===== config.mk =====
export PLATFORM = sky130hd
export DESIGN_NAME = rscl_strap_config_latch
export DESIGN_NICKNAME = d
export VERILOG_FILES = /design/src/rtl/rscl_strap_sampler.sv /design/src/rtl/rscl_strap_config_latch.sv
export SDC_FILE = /design/constraint.sdc
export NUM_CORES = 1
export LEC_CHECK = 0
export ABC_AREA = 1
export BUFFER_PORTS_ARGS = -buffer_cell sky130_fd_sc_hd__clkbuf_2
export CAP_MARGIN = 20
export CORE_MARGIN = 2
export CORE_UTILIZATION = 43
export DETAILED_ROUTE_END_ITERATION = 10
export PLACE_DENSITY_LB_ADDON = 0.12
export SETUP_SLACK_MARGIN = 0.2
export SLEW_MARGIN = 0
export SYNTH_ARGS = -nofsm -noshare
export SYNTH_HDL_FRONTEND = slang
export SYNTH_SLANG_ARGS = --single-unit

===== constraint.sdc =====
create_clock -name clk -period 1.55 [get_ports clk]
set_clock_uncertainty 0.15 [all_clocks]
set_input_delay 0.31 -clock clk [delete_from_list [all_inputs] [get_ports clk]]
set_output_delay 0.31 -clock clk [all_outputs]
set_load 0.02 [all_outputs]

===== src/rtl/rscl_strap_sampler.sv =====
// Strap configuration package and the strap capture register.
// Assumes strap levels are synchronous to clk and a one-cycle capture
// pulse marks the trailing edge of the system reset.
`timescale 1ns/1ps
`default_nettype none

package rscl_pkg;
   // Straps as seen on the dual-use pins while system reset is asserted
   typedef struct packed {
      logic test;
      logic supplyPol;
      logic pled1;
      logic pled0;
      logic baseSel;
   } rscl_straps_t;

   localparam rscl_straps_t STRAPS_RESET = 5'h00;

   // Configuration index/data pair locations
   localparam logic [15:0] CFG_BASE_LOW  = 16'h002e;
   localparam logic [15:0] CFG_BASE_HIGH = 16'h004e;

   // Register port map
   localparam logic [7:0] REG_STATUS = 8'h00;
   localparam logic [7:0] REG_CTRL   = 8'h04;
   localparam logic [7:0] CTRL_RESET = 8'h00;

   // Status field positions
   localparam int ST_BASE  = 0;
   localparam int ST_PLED0 = 1;
   localparam int ST_PLED1 = 2;
   localparam int ST_POL   = 3;
   localparam int ST_TEST  = 4;
   localparam int ST_VALID = 5;
   localparam int ST_PINC  = 6;
   localparam int ST_PIND  = 7;

   // Control field positions
   localparam int CT_PWRBTN = 0;
   localparam int CT_SUPPLY = 1;
   localparam int CT_GPOUT0 = 2;
   localparam int CT_GPOUT1 = 3;

   // Capture sequencer, Gray coded along wait -> in reset -> run
   typedef enum logic [1:0] {
      CAP_WAIT  = 2'b00,
      CAP_INRST = 2'b01,
      CAP_RUN   = 2'b11
   } rscl_cap_state_t;
endpackage

////////////////////////////////////////////////////////////////////////

module rscl_strap_sampler (
   // Clock and reset
   input  wire logic                clk,
   input  wire logic                reset_n,
   // Capture
   input  wire logic                capture,
   input  wire rscl_pkg::rscl_straps_t strapsIn,
   // Held configuration
   output rscl_pkg::rscl_straps_t   cfgOut
);
   import rscl_pkg::*;

   rscl_straps_t cfg_q;
   rscl_straps_t cfg_d;

   // Value only changes on the capture pulse, so it is static between resets
   assign cfg_d = capture ? strapsIn : cfg_q;

   always_ff @(posedge clk or negedge reset_n) begin
      if (!reset_n) cfg_q <= STRAPS_RESET;
      else          cfg_q <= cfg_d;
   end

   assign cfgOut = cfg_q;
endmodule // rscl_strap_sampler

`default_nettype wire


===== src/rtl/rscl_strap_config_latch.sv =====
// Reset strap configuration latch: captures straps at the trailing edge
// of system reset and applies them to decode and shared pin functions.
// Assumes all inputs synchronous to clk; pad wiring resolves out/oe.
//
// Implementation choices: the register offsets and the plain strobed port.
`timescale 1ns/1ps
`default_nettype none

module rscl_strap_config_latch (
   // Clock and reset
   input  wire logic               clk,
   input  wire logic               reset_n,
   // System reset, level
   input  wire logic               sysReset_n,
   // Strap pins: base select / terminal ready pin
   input  wire logic               baseSelPinIn,
   output logic                    baseSelPinOut,
   output logic                    baseSelPinOe,
   // Strap pins: test / request to send pin
   input  wire logic               testPinIn,
   output logic                    testPinOut,
   output logic                    testPinOe,
   // Other straps, sampled only
   input  wire logic               power_led_pin_cfg_strap0,
   input  wire logic               power_led_pin_cfg_strap1,
   input  wire logic               supply_on_polarity_strap,
   // Serial port 1 core side
   input  wire logic               uartTermReady,
   input  wire logic               uartReqToSend,
   input  wire logic               uartBaudSel,
   input  wire logic               uartBaudClk,
   // Shared pin A: power_button_out / standby_gp_out0
   output logic                    pinAOut,
   output logic                    pinAOe,
   // Shared pin B: supply_on_out / standby_gp_out1
   output logic                    pinBOut,
   output logic                    pinBOe,
   // Shared pin C: power_button_in / standby_gp_in2
   input  wire logic               pinCIn,
   // Shared pin D: deep_sleep_state_in / analog_voltage_in0
   input  wire logic               pinDIn,
   // Decoded pin functions toward the chip
   output logic                    powerButtonIn_n,
   output logic                    deepSleepStateIn_n,
   output logic                    standbyGpIn2,
   output logic                    analogIn0Select,
   // Configuration decode
   input  wire logic               ioValid,
   input  wire logic [15:0]        ioAddr,
   output logic                    cfgIndexHit,
   output logic                    cfgDataHit,
   output logic                    testModeActive,
   // Register port
   input  wire logic [7:0]         regAddr,
   input  wire logic [7:0]         regWdata,
   input  wire logic               regWrite,
   input  wire logic               regRead,
   output logic [7:0]              regRdata
);
   import rscl_pkg::*;

   ////////////////////////////////////////////////////////////////////
   // Address decode helper, used for both halves of the pair

   function automatic logic cfgAddrMatch(input logic [15:0] addr, input logic [15:0] base,
                                         input logic odd);
      cfgAddrMatch = (addr[15:1] == base[15:1]) && (addr[0] == odd);
   endfunction

   ////////////////////////////////////////////////////////////////////
   // Capture sequencer

   rscl_cap_state_t state_q;
   rscl_cap_state_t state_d;
   logic            capturePulse;
   rscl_straps_t    strapsNow;
   rscl_straps_t    cfg;

   // Pins are still straps in the cycle the system reset releases
   assign strapsNow.baseSel   = baseSelPinIn;
   assign strapsNow.pled0     = power_led_pin_cfg_strap0;
   assign strapsNow.pled1     = power_led_pin_cfg_strap1;
   assign strapsNow.supplyPol = supply_on_polarity_strap;
   assign strapsNow.test      = testPinIn;

   assign capturePulse = (state_q == CAP_INRST) && sysReset_n;

   always_comb begin
      case (state_q)
         CAP_WAIT:  state_d = sysReset_n ? CAP_WAIT : CAP_INRST;
         CAP_INRST: state_d = sysReset_n ? CAP_RUN : CAP_INRST;
         CAP_RUN:   state_d = sysReset_n ? CAP_RUN : CAP_INRST;
         default:   state_d = CAP_WAIT;
      endcase
   end

   always_ff @(posedge clk or negedge reset_n) begin
      if (!reset_n) state_q <= CAP_WAIT;
      else          state_q <= state_d;
   end

   // Captured once per trailing edge, static afterwards
   rscl_strap_sampler u_sampler (
      .clk      (clk),
      .reset_n  (reset_n),
      .capture  (capturePulse),
      .strapsIn (strapsNow),
      .cfgOut   (cfg)
   );

   wire cfgValid = (state_q == CAP_RUN);
   wire gpMode   = cfg.pled0 & cfg.pled1;

   ////////////////////////////////////////////////////////////////////
   // Configuration pair decode

   wire [15:0] cfgBase = cfg.baseSel ? CFG_BASE_HIGH : CFG_BASE_LOW;

   assign cfgIndexHit    = ioValid && cfgValid && cfgAddrMatch(ioAddr, cfgBase, 1'b0);
   assign cfgDataHit     = ioValid && cfgValid && cfgAddrMatch(ioAddr, cfgBase, 1'b1);
   assign testModeActive = cfgValid && cfg.test;

   ////////////////////////////////////////////////////////////////////
   // Register port

   logic [7:0] ctrl_q;
   logic [7:0] ctrl_d;
   logic [7:0] rdata_q;
   logic [7:0] rdata_d;
   logic [7:0] statusWord;

   assign statusWord = {pinDIn, pinCIn, cfgValid, cfg.test, cfg.supplyPol,
                        cfg.pled1, cfg.pled0, cfg.baseSel};
   assign ctrl_d  = (regWrite && regAddr == REG_CTRL) ? regWdata : ctrl_q;
   // Unmapped addresses read as zero
   assign rdata_d = !regRead             ? 8'h00 :
                    (regAddr == REG_STATUS) ? statusWord :
                    (regAddr == REG_CTRL)   ? ctrl_q : 8'h00;

   always_ff @(posedge clk or negedge reset_n) begin
      if (!reset_n) begin
         ctrl_q  <= CTRL_RESET;
         rdata_q <= 8'h00;
      end else begin
         ctrl_q  <= ctrl_d;
         rdata_q <= rdata_d;
      end
   end

   assign regRdata = rdata_q;

   ////////////////////////////////////////////////////////////////////
   // Shared power / standby pins

   wire pwrBtnReq = ctrl_q[CT_PWRBTN];
   wire supplyReq = ctrl_q[CT_SUPPLY];

   // Supply-on: open drain low, or push-pull high, chosen by strap
   wire supplyOut = cfg.supplyPol ? supplyReq : 1'b0;
   wire supplyOe  = cfg.supplyPol ? 1'b1      : supplyReq;

   // Pins stay released until a strap set has been captured
   assign pinAOut = gpMode ? ctrl_q[CT_GPOUT0] : 1'b0;
   assign pinAOe  = cfgValid && (gpMode ? 1'b1 : pwrBtnReq);
   assign pinBOut = gpMode ? ctrl_q[CT_GPOUT1] : supplyOut;
   assign pinBOe  = cfgValid && (gpMode ? 1'b1 : supplyOe);

   // Unused function of an input pin reads as its idle level
   assign powerButtonIn_n    = (cfgValid && !gpMode) ? pinCIn : 1'b1;
   assign deepSleepStateIn_n = (cfgValid && !gpMode) ? pinDIn : 1'b1;
   assign standbyGpIn2       = (cfgValid && gpMode) ? pinCIn : 1'b0;
   assign analogIn0Select    = cfgValid && gpMode;

   ////////////////////////////////////////////////////////////////////
   // Serial port 1 pins after reset

   // Released during system reset so board pulls set the straps
   assign baseSelPinOe  = cfgValid;
   assign baseSelPinOut = uartBaudSel ? uartBaudClk : !uartTermReady;
   assign testPinOe     = cfgValid;
   assign testPinOut    = !uartReqToSend;
endmodule // rscl_strap_config_latch

`default_nettype wire


== Yosys cells after proc, flatten, opt, wreduce, memory -nomap -nowiden ==
Cells that the tools add are included.

* Logic and storage cells: 49
* Bits of input ports: 49
* Bits in registers: 23
* Output and inout port bits: 23

* Bitwise gates (word level): 2
* Multiplexer cells: 17
* Equality and inequality tests: 4
* Reductions and logical operators: 18

{| class="wikitable"
|+ Operators by type and width
! operator !! count
|-
| $mux 8 || 3
|-
| $eq 15x6->1 || 1
|-
| $logic_and 1x1->1 || 12
|-
| $mux 1 || 11
|-
| $eq 8x3->1 const B || 1
|-
| $logic_not 8->1 || 1
|-
| $mux 7 || 1
|-
| $pmux 2 s2 || 1
|-
| $logic_not 1->1 || 3
|-
| $eq 2x1->1 const B || 1
|-
| $eq 2x2->1 const B || 1
|-
| $logic_not 2->1 || 1
|-
| $mux 2 || 1
|-
| $reduce_or 2->1 || 1
|-
| $and 1x1->1 || 1
|-
| $not 1->1 || 1
|}

== Longest topological paths before layout ==
* Depth in word-level cells: 4
* Mapped depth: 7
* Mapped depth without buffers: 7

== Cells and area by module ==
A second synthesis with hierarchy kept.

* Cells, all modules: 166
* Area, all modules: 1237.4 sq um

{| class="wikitable"
|+ Modules (own cells, without submodules)
! module !! area an instance (sq um) !! sequential area each (sq um) !! cells an instance !! times used
|-
| rscl_strap_config_latch || 1052.3 || 450.4 || 145 || 1
|-
| rscl_strap_sampler || 185.2 || 125.1 || 21 || 1
|}

== Worst setup path after synthesis ==
OpenSTA, ideal clock, no wires.

* Path kind: register to output
* From: register state_q[1]
* To: output port cfgDataHit
* Stages on the path, launching flop included: 7
* Path buffers: 0
* Data arrival time: 1179 ps
* Required time: 1090 ps
* Setup slack: -89 ps
* Path through: dfrtp_1 nand2_1 inv_2 nand3_1 nor2_1 nand3_1 nor2_1

* Cells in the longest elaborated chain, start to end: 3

{| class="wikitable"
|+ Ends and longest elaborated chain
! item !! line !! RTL
|-
| start, declared || rscl_strap_config_latch.sv:73 || <nowiki>rscl_cap_state_t state_q;</nowiki>
|-
| start signal, assigned || rscl_strap_config_latch.sv:99 || <nowiki>else state_q <= state_d;</nowiki>
|-
| $eq 2x2->1 || rscl_strap_config_latch.sv:111 || <nowiki>wire cfgValid = (state_q == CAP_RUN);</nowiki>
|-
| named net baseSelPinOe || rscl_strap_config_latch.sv:18 || <nowiki>output logic baseSelPinOe,</nowiki>
|-
| $logic_and 1x1->1 (2 in series) || rscl_strap_config_latch.sv:120 || <nowiki>assign cfgDataHit = ioValid && cfgValid && cfgAddrMatch(ioAddr, cfgBase, 1'b1);</nowiki>
|-
| end, declared || rscl_strap_config_latch.sv:51 || <nowiki>output logic cfgDataHit,</nowiki>
|}

The timed path passes the listed nets, and every way through them passes these cells.

== Final worst setup path ==
* From: register state_q[0]
* To: output port cfgIndexHit

* Cells in the longest elaborated chain, start to end: 3

{| class="wikitable"
|+ Ends and longest elaborated chain
! item !! line !! RTL
|-
| $eq 2x2->1 || rscl_strap_config_latch.sv:111 ||
|-
| $logic_and 1x1->1 (2 in series) || rscl_strap_config_latch.sv:119 || <nowiki>assign cfgIndexHit = ioValid && cfgValid && cfgAddrMatch(ioAddr, cfgBase, 1'b0);</nowiki>
|-
| end, declared || rscl_strap_config_latch.sv:50 || <nowiki>output logic cfgIndexHit,</nowiki>
|}

Every way passes these cells.

==> results.py <==
metrics = {
    "power": {
        "ir_worst_vdd_mv": 0.731,
        "power_density_nw_per_um2": 639,
        "pwr-share-clk_pct": 21.1,
        "leakagePower_nw": 1.12,
        "sequentialPowerShare_pct": 49.9,
        "p_total_mw": 1.31,
        "cellInternalPower_uw": 909,
        "p_comb_share_pct": 29.0,
        "p_sw_uw": 399,
        "swShare_pct": 30.5,
    },
    "clocking": {
        "cts_buffers": 3,
        "cts.clk_slew.worst_paths_ns": 0.12,
        "cts-root-buf": "clkbuf_4",
        "clkLatencyLatePin_ns": 0.30,
        "cts_tree": "done",
        "cts_sinks": 23,
        "clock_path_buffers": 2,
        "cts_max_level": 1,
    },
    "timing": {
        "relSlewSlack_pct": 60.9,
        "tns_ns": -2.48,
        "fmax_mhz": 540,
        "fin_crit_ns": 1.85,
        "drv_slew": 0,
        "finalWorstSetupSlack_ns": -0.303,
        "holdWs_ns": 0.0516,
        "rsz0062_at_grt": "yes",
        "finalHoldViolCount": 0,
        "max_slew.worst_pin.slew_ns": 0.587,
        "finalCritPeriodShare_pct": 120,
        "final-setup-viol-count": 13,
    },
    "routing": {
        "drtAntennaViolNets": 0,
        "routed_wl_um": 3480,
        "dr.pass1.iters": 4,
        "drcViolationCount": 0,
        "post_drt_wl_per_cell_um": 12.2,
        "drt-initial-drc-count": 27,
        "viasPerCell": 4.87,
        "via_count": 1392,
    },
    "placed_design": {
        "hpwl_um": 2430,
        "place_area_sq_um": 1730,
        "portBuffers": 71,
        "dp_worst_setup_slack_ns": -0.0820,
        "gp_congestion": 0.835,
    },
    "cells_and_area": {
        "layout-drive-gt1-share_pct": 47.8,
        "diodes": 0,
        "final_cell_mix": "clkbuf_2 (58), nand2_1 (43), dfrtp_1 (23)",
        "layout_commonest_cell": "clkbuf_2",
        "design_area_sq_um": 2050,
        "layout.nets": 305,
        "area_growth_pct": 65.3,
    },
    "global_routing": {
        "antenna_found_initial": 0,
        "grt_first_pass_wirelength_um": 5150,
        "grt_pass1_vias": 1253,
        "grt_overflow": 0,
        "grt.total_usage_pct": 19.5,
        "grt_max_degree": 24,
    },
    "synth": {
        "synth_nets": 213,
        "synthCells": 164,
        "seq_area_frac_synth_pct": 46.5,
        "synth_edf_count": 0,
        "synth.cell_area_sq_um": 1240,
        "syn_avg_cell_area_sq_um": 7.55,
        "synth_cell_types": 24,
        "synthFlopType": "dfrtp_1",
        "synthArstFlopShare_pct": 100,
        "yosys_warnings": 0,
        "ys_ff_latch": 23,
    },
    "outcome": {
        "violations": "negative setup slack",
        "status": "finished, violations left",
    },
    "die": {
        "die_x_um": 57.7,
        "design.core.area_sq_um": 2760,
        "die_y_um": 57.7,
        "rows": 19,
        "pin_count": 72,
        "dieArea_sq_um": 3330,
        "start_util_pct": 44.9,
    },
    "flow_run": {
        "maxCapViolCount": 0,
    },
    "setup_path": {
        "required_ns": 1.09,
        "critPathMaxStageDelay_ns": 0.39,
        "cp_max_fo": 2,
        "critical_path_class": "reg -> out",
        "crit_slowest_cell": "dfrtp_1",
        "endpoint_kind": "output port",
        "crit_chain": "nand2_2, inv_4, nand3_2, nor2_2, nand3_2, nor2_4, buf_8",
        "cp.arrival_ns": 1.39,
        "crit_path_frequent_cell": "nand3_2",
        "cp-start-kind": "flop",
    },
    "worst_hold_path": {
        "hold_class": "in -> reg",
    },
}
[final cells by class]
class | instances | area (sq um)
Clock buffer | 3 | 22.5
Clock inverter | 1 | 5.00
Fill cell | 203 | 711
Inverter | 22 | 85.1
Multi-Input combinational cell | 115 | 684
Sequential cell | 23 | 576
Tap cell | 31 | 38.8
Timing Repair Buffer | 91 | 636
[worst paths after layout]
path,slack (ns),from,cells past startpoint,to
worst max-delay path,-0.30,state_q[0],7,cfgIndexHit
worst min-delay path,0.05,supply_on_polarity_strap,3,u_sampler.cfgOut[3]
worst max register to register,0.07,state_q[0],8,u_sampler.cfgOut[1]
worst min register to register,0.33,ctrl_q[7],2,ctrl_q[7]
max in group asynchronous,0.49,reset_n,2,state_q[0]
min in group asynchronous,0.38,reset_n,2,regRdata[5]
[sequential cells by signal, indices dropped and copies added, names as in the netlist]
name	cells
ctrl_q	8
regRdata	8
u_sampler.cfgOut	5
state_q	2
[synth_stat cells, drive strengths merged (2+ instances only)]
cell type	number	share of area, %
dfrtp	23	46
nand3	12	4.8
a21boi	4	2.4
inv	22	6.7
o21ai	6	2.4
nand2	49	16
clkbuf	2	0.61
a21oi	14	5.7
buf	2	1.5
nor2	24	10
[worst max-delay path, delay by kind of cell, from the launching register on]
kind | cells | cell delay, ns
and+or+nand+nor | 5 | 0.52
DFF | 1 | 0.39
buffers and inverters | 2 | 0.17
[cells by family (layout without fill, tap and decap cells)]
| family | after synthesis | in the layout | synth area share (%) |
|---|---|---|---|
| AND/OR/NAND/NOR | 89 | 89 | 32.9 |
| AO/OA/AOI/OAI | 26 | 26 | 11.8 |
| buffers and inverters | 26 | 117 | 8.79 |
| flip-flops | 23 | 23 | 46.5 |
[power by group through the flow]
stage | Clock, mW | Combinational [mW] | Sequential (mW)
3_3_place_gp | 0 | 0.277 | 0.660
4_1_cts | 0.285 | 0.331 | 0.651
5_1_grt | 0.308 | 0.411 | 0.657
3_5_place_dp | 0 | 0.285 | 0.661
6_report | 0.276 | 0.379 | 0.653
2_1_floorplan | 0 | 0.128 | 0.657
[metal layers]
layer / share of wire (%) / GRT usage [%]
met4: 0.23 / 2.99
met1: 39 / 23.5
met3: 8.7 / 4.02
met5: 0 / 0
met2: 51 / 36.4
[stage by stage]
stage,util (%),std cells
3_5_place_dp,62.9,275
6_report,74.2,286
3_3_place_gp,62.9,275
5_1_grt,74.2,286
2_1_floorplan,-,164
4_1_cts,70.3,282
[what timing repair did]
item                                    CTS  global route
endpoints found under the setup margin   13            18
buffers inserted                          2             3
resized for setup                        35            29
gates cloned                              0             1
hold buffers                              1             0
pin swaps                                 6             6
hold endpoints to repair                 23             0
(Power assumes the default switching activity.)
